--- src/logic/capture_pkg.sv ---
`default_nettype none
package capture_pkg;
  // register word offsets (byte addresses on the register bus)
  localparam logic [7:0] UNIT1_CONTROL_OFS  = 8'h00;
  localparam logic [7:0] UNIT1_VALUE_OFS    = 8'h04;
  localparam logic [7:0] UNIT2_CONTROL_OFS  = 8'h08;
  localparam logic [7:0] UNIT2_VALUE_OFS    = 8'h0C;
  localparam logic [7:0] TIMER_SELECT_OFS   = 8'h10;
  localparam logic [7:0] FLAGS_OFS          = 8'h14;
  localparam logic [7:0] PIN_CONFIG_OFS     = 8'h18;

  // field positions
  localparam int MODE_LSB      = 0;
  localparam int DUTY_LSB      = 4;
  localparam int SEL_UNIT1_BIT = 3;   // in third_timer_control
  localparam int SEL_UNIT2_BIT = 6;   // in third_timer_control
  localparam int FLAG1_BIT     = 0;
  localparam int FLAG2_BIT     = 1;
  localparam int ROUTE_BIT     = 0;
  localparam int DIR_C1_BIT    = 1;
  localparam int DIR_B3_BIT    = 2;
  localparam int LATCH_C1_BIT  = 3;
  localparam int LATCH_B3_BIT  = 4;

  // reset values
  localparam logic [7:0] CONTROL_RST  = 8'h00;
  localparam logic [7:0] T3CTL_RST    = 8'h00;
  localparam logic       ROUTE_RST    = 1'b1;
  localparam logic [3:0] PRESCALE_RST = 4'h0;

  // prescale terminal counts
  localparam logic [3:0] DIV4_LAST  = 4'h3;
  localparam logic [3:0] DIV16_LAST = 4'hF;

  typedef enum logic [3:0] {
    MODE_OFF      = 4'b0000,
    MODE_FALL     = 4'b0100,
    MODE_RISE     = 4'b0101,
    MODE_RISE4    = 4'b0110,
    MODE_RISE16   = 4'b0111
  } mode_e;

  // timer resource picked for one unit
  typedef enum logic [1:0] {
    BASE_FIRST  = 2'b00,
    BASE_THIRD  = 2'b01,
    BASE_SECOND = 2'b10
  } base_e;

  typedef struct packed {
    logic [15:0] first_timer_count;
    logic [15:0] second_timer_count;
    logic [15:0] third_timer_count;
  } timers_s;
endpackage
`default_nettype wire

--- src/logic/edge_sync.sv ---
`timescale 1ns/1ps
`default_nettype none
module edge_sync
(
  input  wire logic clock_i,
  input  wire logic rst_i,
  input  wire logic pin_i,
  output logic      rise_o,
  output logic      fall_o
);
  logic meta_q;
  logic sync_q;
  logic last_q;

  // ==========================================================
  // two-stage synchroniser, edges seen only past stage two
  always_ff @(posedge clock_i)
  begin
    if (rst_i)
    begin
      meta_q <= 1'b0;
      sync_q <= 1'b0;
      last_q <= 1'b0;
    end
    else
    begin
      meta_q <= pin_i;
      sync_q <= meta_q;
      last_q <= sync_q;
    end
  end

  // one pulse per edge of the synchronised level
  assign rise_o = sync_q & ~last_q;
  assign fall_o = ~sync_q & last_q;
endmodule // edge_sync
`default_nettype wire

--- src/logic/capture_unit.sv ---
`timescale 1ns/1ps
`default_nettype none
module capture_unit
  import capture_pkg::*;
(
  input  wire logic        clock_i,
  input  wire logic        rst_i,
  input  wire logic [3:0]  mode_i,
  input  wire logic        rise_i,
  input  wire logic        fall_i,
  input  wire logic [15:0] base_count_i,
  input  wire logic        wr_low_i,
  input  wire logic        wr_high_i,
  input  wire logic [7:0]  wr_data_i,
  output logic [15:0]      value_o,
  output logic             capture_o
);
  logic [3:0]  presc_q;
  logic [15:0] value_q;
  logic        is_capture;
  logic        qualify;

  // ==========================================================
  // capture modes are the 01xx codes
  assign is_capture = (mode_i[3:2] == 2'b01);

  // event qualification per mode
  always_comb
  begin
    qualify = 1'b0;
    unique case (mode_i)
      MODE_FALL:   qualify = fall_i;
      MODE_RISE:   qualify = rise_i;
      MODE_RISE4:  qualify = rise_i && ((presc_q & DIV4_LAST) == DIV4_LAST);
      MODE_RISE16: qualify = rise_i && (presc_q == DIV16_LAST);
      default:     qualify = 1'b0;
    endcase
  end

  // prescaler cleared off capture mode only; switching divisors keeps it
  always_ff @(posedge clock_i)
  begin
    if (rst_i || !is_capture)
      presc_q <= PRESCALE_RST;
    else if (rise_i)
      presc_q <= 4'(presc_q + 4'h1);
  end

  // latest capture overwrites, software may also load either half
  always_ff @(posedge clock_i)
  begin
    if (rst_i)
      value_q <= 16'h0000;
    else if (is_capture && qualify)
      value_q <= base_count_i;
    else
    begin
      if (wr_low_i)
        value_q[7:0] <= wr_data_i;
      if (wr_high_i)
        value_q[15:8] <= wr_data_i;
    end
  end

  assign value_o   = value_q;
  assign capture_o = is_capture && qualify;
endmodule // capture_unit
`default_nettype wire

--- src/logic/timer_capture_unit.sv ---
// Added by the designer: the register offsets and the APB slave port.
`timescale 1ns/1ps
`default_nettype none
module timer_capture_unit
  import capture_pkg::*;
(
  input  wire logic                clock_i,
  input  wire logic                rst_i,
  input  wire logic                psel,
  input  wire logic                penable,
  input  wire logic                pwrite,
  input  wire logic [7:0]          paddr,
  input  wire logic [31:0]         pwdata,
  input  wire logic [3:0]          pstrb,
  output logic [31:0]              prdata,
  output logic                     pready,
  output logic                     pslverr,
  input  wire capture_pkg::timers_s timers_i,
  input  wire logic                portc_bit1_pin_i,
  input  wire logic                portb_bit3_pin_i,
  input  wire logic                second_unit_pin_route_i,
  output logic                     portc_bit1_pin_o,
  output logic                     portc_bit1_pin_oe_o,
  output logic                     portb_bit3_pin_o,
  output logic                     portb_bit3_pin_oe_o,
  output logic [1:0]               unit_event_flag_o,
  output logic [1:0]               base_select_o,
  output logic [1:0]               conversion_start_o
);
  import capture_pkg::*;

  logic [7:0]  unit1_control_q;
  logic [7:0]  unit2_control_q;
  logic [7:0]  third_timer_control_q;
  logic [1:0]  unit_event_flag_q;
  logic [1:0]  unit_event_enable_q;
  logic [1:0]  pin_direction_bits_q;    // 1 = input
  logic [1:0]  port_latch_q;
  logic        route_q;
  logic        route_seen_q;
  logic [31:0] prdata_q;
  logic        pready_q;
  logic        pslverr_q;
  logic [1:0]  base_select_q;
  logic [1:0]  conv_q;
  logic        wr;
  logic        rd;
  logic        hit;
  logic [15:0] value1;
  logic [15:0] value2;
  logic [1:0]  cap;
  logic        rise1;
  logic        fall1;
  logic        rise2;
  logic        fall2;
  logic        pin1_level;
  logic        pin2_level;
  logic [15:0] base1;
  logic [15:0] base2;

  // ==========================================================
  // apb slave: access phase with one wait state, pready raised at its first edge
  assign wr = psel && penable && pwrite && !pready_q;
  assign rd = psel && penable && !pwrite && !pready_q;

  always_comb
  begin
    hit = 1'b1;
    unique case (paddr)
      UNIT1_CONTROL_OFS, UNIT1_VALUE_OFS, UNIT2_CONTROL_OFS, UNIT2_VALUE_OFS,
      TIMER_SELECT_OFS, FLAGS_OFS, PIN_CONFIG_OFS: hit = 1'b1;
      default: hit = 1'b0;
    endcase
  end

  // pready pulses for one cycle; unmapped address gets pslverr
  always_ff @(posedge clock_i)
  begin
    if (rst_i)
    begin
      pready_q  <= 1'b0;
      pslverr_q <= 1'b0;
      prdata_q  <= 32'h0000_0000;
    end
    else
    begin
      pready_q  <= psel && penable && !pready_q;
      pslverr_q <= psel && penable && !pready_q && !hit;
      if (rd)
      begin
        unique case (paddr)
          UNIT1_CONTROL_OFS: prdata_q <= {24'h000000, 2'b00, unit1_control_q[5:0]};
          UNIT1_VALUE_OFS:   prdata_q <= {16'h0000, value1};
          UNIT2_CONTROL_OFS: prdata_q <= {24'h000000, 2'b00, unit2_control_q[5:0]};
          UNIT2_VALUE_OFS:   prdata_q <= {16'h0000, value2};
          TIMER_SELECT_OFS:  prdata_q <= {24'h000000, third_timer_control_q};
          FLAGS_OFS:         prdata_q <= {28'h0000000, unit_event_enable_q, unit_event_flag_q};
          PIN_CONFIG_OFS:    prdata_q <= {27'h0000000, port_latch_q, pin_direction_bits_q,
                                          route_q};
          default:           prdata_q <= 32'h0000_0000;
        endcase
      end
      else
        prdata_q <= 32'h0000_0000;
    end
  end

  assign prdata  = prdata_q;
  assign pready  = pready_q;
  assign pslverr = pslverr_q;

  // ==========================================================
  // control registers; low byte lane only
  always_ff @(posedge clock_i)
  begin
    if (rst_i)
    begin
      unit1_control_q       <= CONTROL_RST;
      unit2_control_q       <= CONTROL_RST;
      third_timer_control_q <= T3CTL_RST;
      unit_event_enable_q   <= 2'b00;
      pin_direction_bits_q  <= 2'b11;
      port_latch_q          <= 2'b00;
    end
    else if (wr && pstrb[0])
    begin
      if (paddr == UNIT1_CONTROL_OFS)
        unit1_control_q <= pwdata[7:0];
      if (paddr == UNIT2_CONTROL_OFS)
        unit2_control_q <= pwdata[7:0];
      if (paddr == TIMER_SELECT_OFS)
        third_timer_control_q <= pwdata[7:0];
      if (paddr == FLAGS_OFS)
        unit_event_enable_q <= pwdata[3:2];
      if (paddr == PIN_CONFIG_OFS)
      begin
        pin_direction_bits_q <= pwdata[DIR_B3_BIT:DIR_C1_BIT];
        port_latch_q         <= pwdata[LATCH_B3_BIT:LATCH_C1_BIT];
      end
    end
  end

  // route strap caught in the first cycle after reset release
  always_ff @(posedge clock_i)
  begin
    if (rst_i)
    begin
      route_q      <= ROUTE_RST;
      route_seen_q <= 1'b0;
    end
    else if (!route_seen_q)
    begin
      route_q      <= second_unit_pin_route_i;
      route_seen_q <= 1'b1;
    end
  end

  // ==========================================================
  // timer assignment: capture class takes first or third timer
  function automatic logic [1:0] pick(input logic [3:0] mode, input logic sel);
    if (mode[3:2] == 2'b11)
      pick = BASE_SECOND;
    else
      pick = sel ? BASE_THIRD : BASE_FIRST;
  endfunction

  // resolved resource per unit; a function result cannot be bit-selected directly
  logic [1:0]  pick1;
  logic [1:0]  pick2;
  assign pick1 = pick(unit1_control_q[3:0], third_timer_control_q[SEL_UNIT1_BIT]);
  assign pick2 = pick(unit2_control_q[3:0], third_timer_control_q[SEL_UNIT2_BIT]);

  assign base1 = third_timer_control_q[SEL_UNIT1_BIT] ? timers_i.third_timer_count
                                                      : timers_i.first_timer_count;
  assign base2 = third_timer_control_q[SEL_UNIT2_BIT] ? timers_i.third_timer_count
                                                      : timers_i.first_timer_count;

  always_ff @(posedge clock_i)
  begin
    if (rst_i)
    begin
      base_select_q <= 2'b00;
      conv_q        <= 2'b00;
    end
    else
    begin
      base_select_q <= {pick2 == BASE_THIRD, pick1 == BASE_THIRD};
      // conversion start is never raised; the second unit's trigger is masked to zero
      conv_q        <= {cap[1] & 1'b0, 1'b0};
    end
  end

  assign base_select_o      = base_select_q;
  assign conversion_start_o = conv_q;

  // ==========================================================
  // pin levels: driven pins read back their own latch
  assign pin1_level = pin_direction_bits_q[0] ? portc_bit1_pin_i : port_latch_q[0];
  assign pin2_level = route_q
                    ? (pin_direction_bits_q[0] ? portc_bit1_pin_i : port_latch_q[0])
                    : (pin_direction_bits_q[1] ? portb_bit3_pin_i : port_latch_q[1]);

  edge_sync u_sync1
  (
    .clock_i (clock_i),
    .rst_i   (rst_i),
    .pin_i   (pin1_level),
    .rise_o  (rise1),
    .fall_o  (fall1)
  );

  edge_sync u_sync2
  (
    .clock_i (clock_i),
    .rst_i   (rst_i),
    .pin_i   (pin2_level),
    .rise_o  (rise2),
    .fall_o  (fall2)
  );

  capture_unit u_first
  (
    .clock_i      (clock_i),
    .rst_i        (rst_i),
    .mode_i       (unit1_control_q[3:0]),
    .rise_i       (rise1),
    .fall_i       (fall1),
    .base_count_i (base1),
    .wr_low_i     (wr && pstrb[0] && paddr == UNIT1_VALUE_OFS),
    .wr_high_i    (wr && pstrb[1] && paddr == UNIT1_VALUE_OFS),
    .wr_data_i    (pstrb[0] ? pwdata[7:0] : pwdata[15:8]),
    .value_o      (value1),
    .capture_o    (cap[0])
  );

  capture_unit u_second
  (
    .clock_i      (clock_i),
    .rst_i        (rst_i),
    .mode_i       (unit2_control_q[3:0]),
    .rise_i       (rise2),
    .fall_i       (fall2),
    .base_count_i (base2),
    .wr_low_i     (wr && pstrb[0] && paddr == UNIT2_VALUE_OFS),
    .wr_high_i    (wr && pstrb[1] && paddr == UNIT2_VALUE_OFS),
    .wr_data_i    (pstrb[0] ? pwdata[7:0] : pwdata[15:8]),
    .value_o      (value2),
    .capture_o    (cap[1])
  );

  // ==========================================================
  // sticky flags: capture wins over a clearing write in the same cycle
  always_ff @(posedge clock_i)
  begin
    if (rst_i)
      unit_event_flag_q <= 2'b00;
    else
    begin
      for (int i = 0; i < 2; i++)
      begin
        if (cap[i])
          unit_event_flag_q[i] <= 1'b1;
        else if (wr && pstrb[0] && paddr == FLAGS_OFS && !pwdata[i])
          unit_event_flag_q[i] <= 1'b0;
      end
    end
  end

  assign unit_event_flag_o = unit_event_flag_q;

  // ==========================================================
  // pin drivers: latch drives when direction bit says output
  always_ff @(posedge clock_i)
  begin
    if (rst_i)
    begin
      portc_bit1_pin_o    <= 1'b0;
      portc_bit1_pin_oe_o <= 1'b0;
      portb_bit3_pin_o    <= 1'b0;
      portb_bit3_pin_oe_o <= 1'b0;
    end
    else
    begin
      portc_bit1_pin_o    <= port_latch_q[0];
      portc_bit1_pin_oe_o <= !pin_direction_bits_q[0];
      portb_bit3_pin_o    <= port_latch_q[1];
      portb_bit3_pin_oe_o <= !pin_direction_bits_q[1];
    end
  end
endmodule // timer_capture_unit
`default_nettype wire

--- config.mk ---
export PLATFORM = sky130hd
export DESIGN_NAME = timer_capture_unit
export DESIGN_NICKNAME = d
export VERILOG_FILES = /design/src/logic/capture_pkg.sv /design/src/logic/edge_sync.sv /design/src/logic/capture_unit.sv /design/src/logic/timer_capture_unit.sv
export SDC_FILE = /design/constraint.sdc
export NUM_CORES = 1
export LEC_CHECK = 0
export BUFFER_PORTS_ARGS = -buffer_cell sky130_fd_sc_hd__clkbuf_2
export CORE_ASPECT_RATIO = 1.1
export CORE_MARGIN = 2
export CORE_UTILIZATION = 30
export DETAILED_ROUTE_END_ITERATION = 10
export PLACE_DENSITY = 0.48
export SLEW_MARGIN = 20
export SYNTH_ARGS = -nofsm -noshare
export SYNTH_HDL_FRONTEND = slang
export SYNTH_SLANG_ARGS = --single-unit
--- constraint.sdc ---
create_clock -name clock_i -period 2.08 [get_ports clock_i]
set_input_delay 0.208 -clock clock_i [delete_from_list [all_inputs] [get_ports clock_i]]
set_output_delay 0.208 -clock clock_i [all_outputs]
set_load 0.05 [all_outputs]
==> out/metrics.cfg <==
[outcome]
outcome = complete, no violations

[floorplan]
core_um2 = 15100
rows = 47
die_x_um = 123
dieHeight_um = 134
initial_core_util_pct = 30.7
dieArea_um2 = 16500
io_pins = 144

[cts]
numCtsBuffers = 9
insertion_delay_ns = 0.35
clk_path_buf_depth = 2
cts.sinks = 100
cts.clk_slew.worst_paths_ns = 0.07
cts_tree = yes
clockRootBuffer = clkbuf_16
cts_max_level = 3
holdBufCountCts = 0

[power]
p_int_mw = 2.98
finalPower_mw = 4.00
p_sw_mw = 1.02
seq_power_share_pct = 48.2
switching_share_pct = 25.6
power_density_nw_per_um2 = 702
power_frac_comb_pct = 8.6
ir_drop_uv = 326
p_leak_nw = 2.25
clockPowerShare_pct = 43.2

[global_route]
overflow = 0
antenna_found_initial = 0
grtUsageTotal_pct = 17.1
grt_max_degree = 32
grt_pass1_vias = 4024
grt_pass1_wl_um = 21600

[synthesis]
postSynth.asyncResetShare_pct = 0
synth_top_cell_by_area = dfxtp_1
synth_seq_area_share_pct = 43.1
ys.flop_type = dfxtp_1
synth_seq_cells = 100
syn_area_um2 = 4640
synth_top_area_share_pct = 43.1
synthTopCellsByArea = dfxtp_1 (43%), mux2i_1 (11%), a221o_1 (6.9%), nor2_1 (5.9%), nand3_1 (3.6%)
avgSynthCellArea_um2 = 8.94
synth_edf_count = 0
yosysWarnings = 0
synthCells = 519
synth.distinct_cells = 44

[final_layout]
multi_input_area_um2 = 2420
area_growth_pct = 22.7
nets = 721
seq_area_um2 = 2000
nFillCells = 1544
final_common_cell = dfxtp_1
final_cells = 820
final_cell_mix = dfxtp_1 (100), clkbuf_2 (91), nor2_1 (73)
n_antenna_cell = 0
fin_area_um2 = 5700
layout-drive-gt1-share_pct = 23.7

[critical_path]
cp_common_cell = nor2_1
crit_buf_inv = 0
r2r_cells = 5
path_max_fanout = 8
r2r_setup_slack_ns = 0.1
worst_r2r_endpoint = u_first.value_o[3]
cp-end-kind = flop
worstSetupPathType = flop to flop
crit_chain = nor2_1, mux2_2, and4b_1, nor2_1, a221o_1
cp.arrival_ns = 2.27
rr_startpoint = unit1_control_q[0]
crit_required_ns = 2.37
cp_top_family = simple AND/OR/NAND/NOR gates
cp_slowest_cell = nor2_1
startpoint_type = flop
max_stage_delay_ns = 0.57

[min_path]
holdPathStages = 3
hold_start = second_unit_pin_route_i
hold_path.class = input port to flop
hold_path_end = route_q

[run]
drv_cap = 0

[sta]
slew_violations = 0
clock_skew_ns = 0.00586
tightest_slew_ns = 0.678
setup-tns-final_ns = 0
hold_viol_final = 0
rsz0062_at_grt = false
fin_crit_ns = 1.98
max_freq_mhz = 505
finalSetupViolCount = 0
timing.slew.headroom_pct = 54.6
fin_crit_sh_pct = 95.2
setup_ws_ns = 0.100

[routing]
drtAntennaViolNets = 0
wl_um = 14000
wl_per_cell_um = 17.0
first_iter_violations = 283
vias_per_cell = 5.13
firstDrtPassIters = 4
drc_errors = 0
vias = 4209

[placed_design]
dpl_worst_slack_ns = 0.0564
placed_cell_area_um2 = 5390
place.gp.congestion = 0.798
place_inst = 804
io_buffer_count = 91
hpwl_um = 10600

cell type report:
type                            instances  area share [%]
Clock buffer                           10            4.02
Clock inverter                          6            1.27
Inverter                                9           0.593
Multi-Input combinational cell        379            42.4
Sequential cell                       100            35.1
Tap cell                              196            4.30
Timing Repair Buffer                  120            12.3
registers in the layout, indices dropped and copies added, names as in the netlist, 2 cells and up:
name / cells
base_select_o: 2
pin_direction_bits_q: 2
port_latch_q: 2
prdata: 16
third_timer_control_q: 8
u_first.presc_q: 4
u_first.value_o: 16
u_second.presc_q: 4
u_second.value_o: 16
unit1_control_q: 6
unit2_control_q: 6
unit_event_enable_q: 2
unit_event_flag_o: 2
per-stage QoR:
step,hold slack (ns),util [%]
final,0.0891,37.7
after global routing,0.0928,37.7
after CTS,0.0860,37.7
after detailed placement,0.444,35.7
after global placement,0.422,35.7
after floorplan,0.332,-
metal layers:
metal  track usage (%)  vias to the layer above  share of wire, %
met5                 0                        -                 0
met2              27.6                      166                46
met1              22.9                     1989                46
met4              6.00                        0               1.7
li1                  -                     2037                 -
met3              2.83                       17               5.7
power groups by stage:
stage                     combinational, mW  clock, mW  sequential (mW)
final                                 0.345       1.73             1.93
after global routing                  0.368       1.85             1.93
after CTS                             0.345       1.78             1.93
after detailed placement              0.344          0             1.97
after global placement                0.341          0             1.97
after floorplan                       0.215          0             1.98
logic make-up (layout without fill, tap and decap cells):
family | Yosys count | after routing | synth area share [%]
multiplexers | 58 | 58 | 12.7
adder cells (fa/ha/maj) | 2 | 2 | 0.539
flip-flops | 100 | 100 | 43.1
AND/OR/NAND/NOR | 195 | 195 | 20.6
other | 1 | 18 | 0.0808
buffers and inverters | 57 | 145 | 6.23
XOR/XNOR | 6 | 6 | 1.13
AO/OA/AOI/OAI | 100 | 100 | 15.6
tightest hold or removal path: stages:
cell and delay, ns:
clkbuf_2 0.08, mux2i_1 0.06, nand2_1 0.06
cells in the mapped netlist (2+ instances only):
cell type and n:
and4b_1 3, mux2i_1 52, ha_1 2, a21oi_1 27
nor3b_2 3, a31oi_1 5, clkbuf_1 23, o21ai_0 16
a22oi_1 11, buf_2 3, buf_4 19, xnor2_1 2
nand4_1 6, and2b_1 2, a221o_1 32, mux2_2 6
nand2_1 43, nand3b_1 5, a32oi_1 2, nor2b_1 8
nor2_1 73, inv_1 8, xor2_1 4, and3_1 7
a21boi_0 2, nor3_1 4, nand3_1 33, buf_1 3
dfxtp_1 100
how the worst max path moves through the flow:
stage,from,to,slack (ns),cells past startpoint
floorplan,paddr[4],u_second.value_o[10],0.29,7
global placement,paddr[1],u_first.value_o[3],0.07,7
detailed placement,paddr[1],u_first.value_o[3],0.06,7
CTS,u_second.presc_q[0],u_second.value_o[14],0.08,7
global route,unit1_control_q[0],u_first.value_o[0],0.02,5
finish,unit1_control_q[0],u_first.value_o[3],0.1,5
repair_timing:
| item | CTS | global route |
|---|---|---|
| gates resized for setup | 0 | 1 |
| endpoints found under the setup margin | 0 | 16 |
| buffers inserted | 0 | 0 |
| endpoints found under the hold margin | 0 | 0 |
Power figures use the tool's default switching activity.
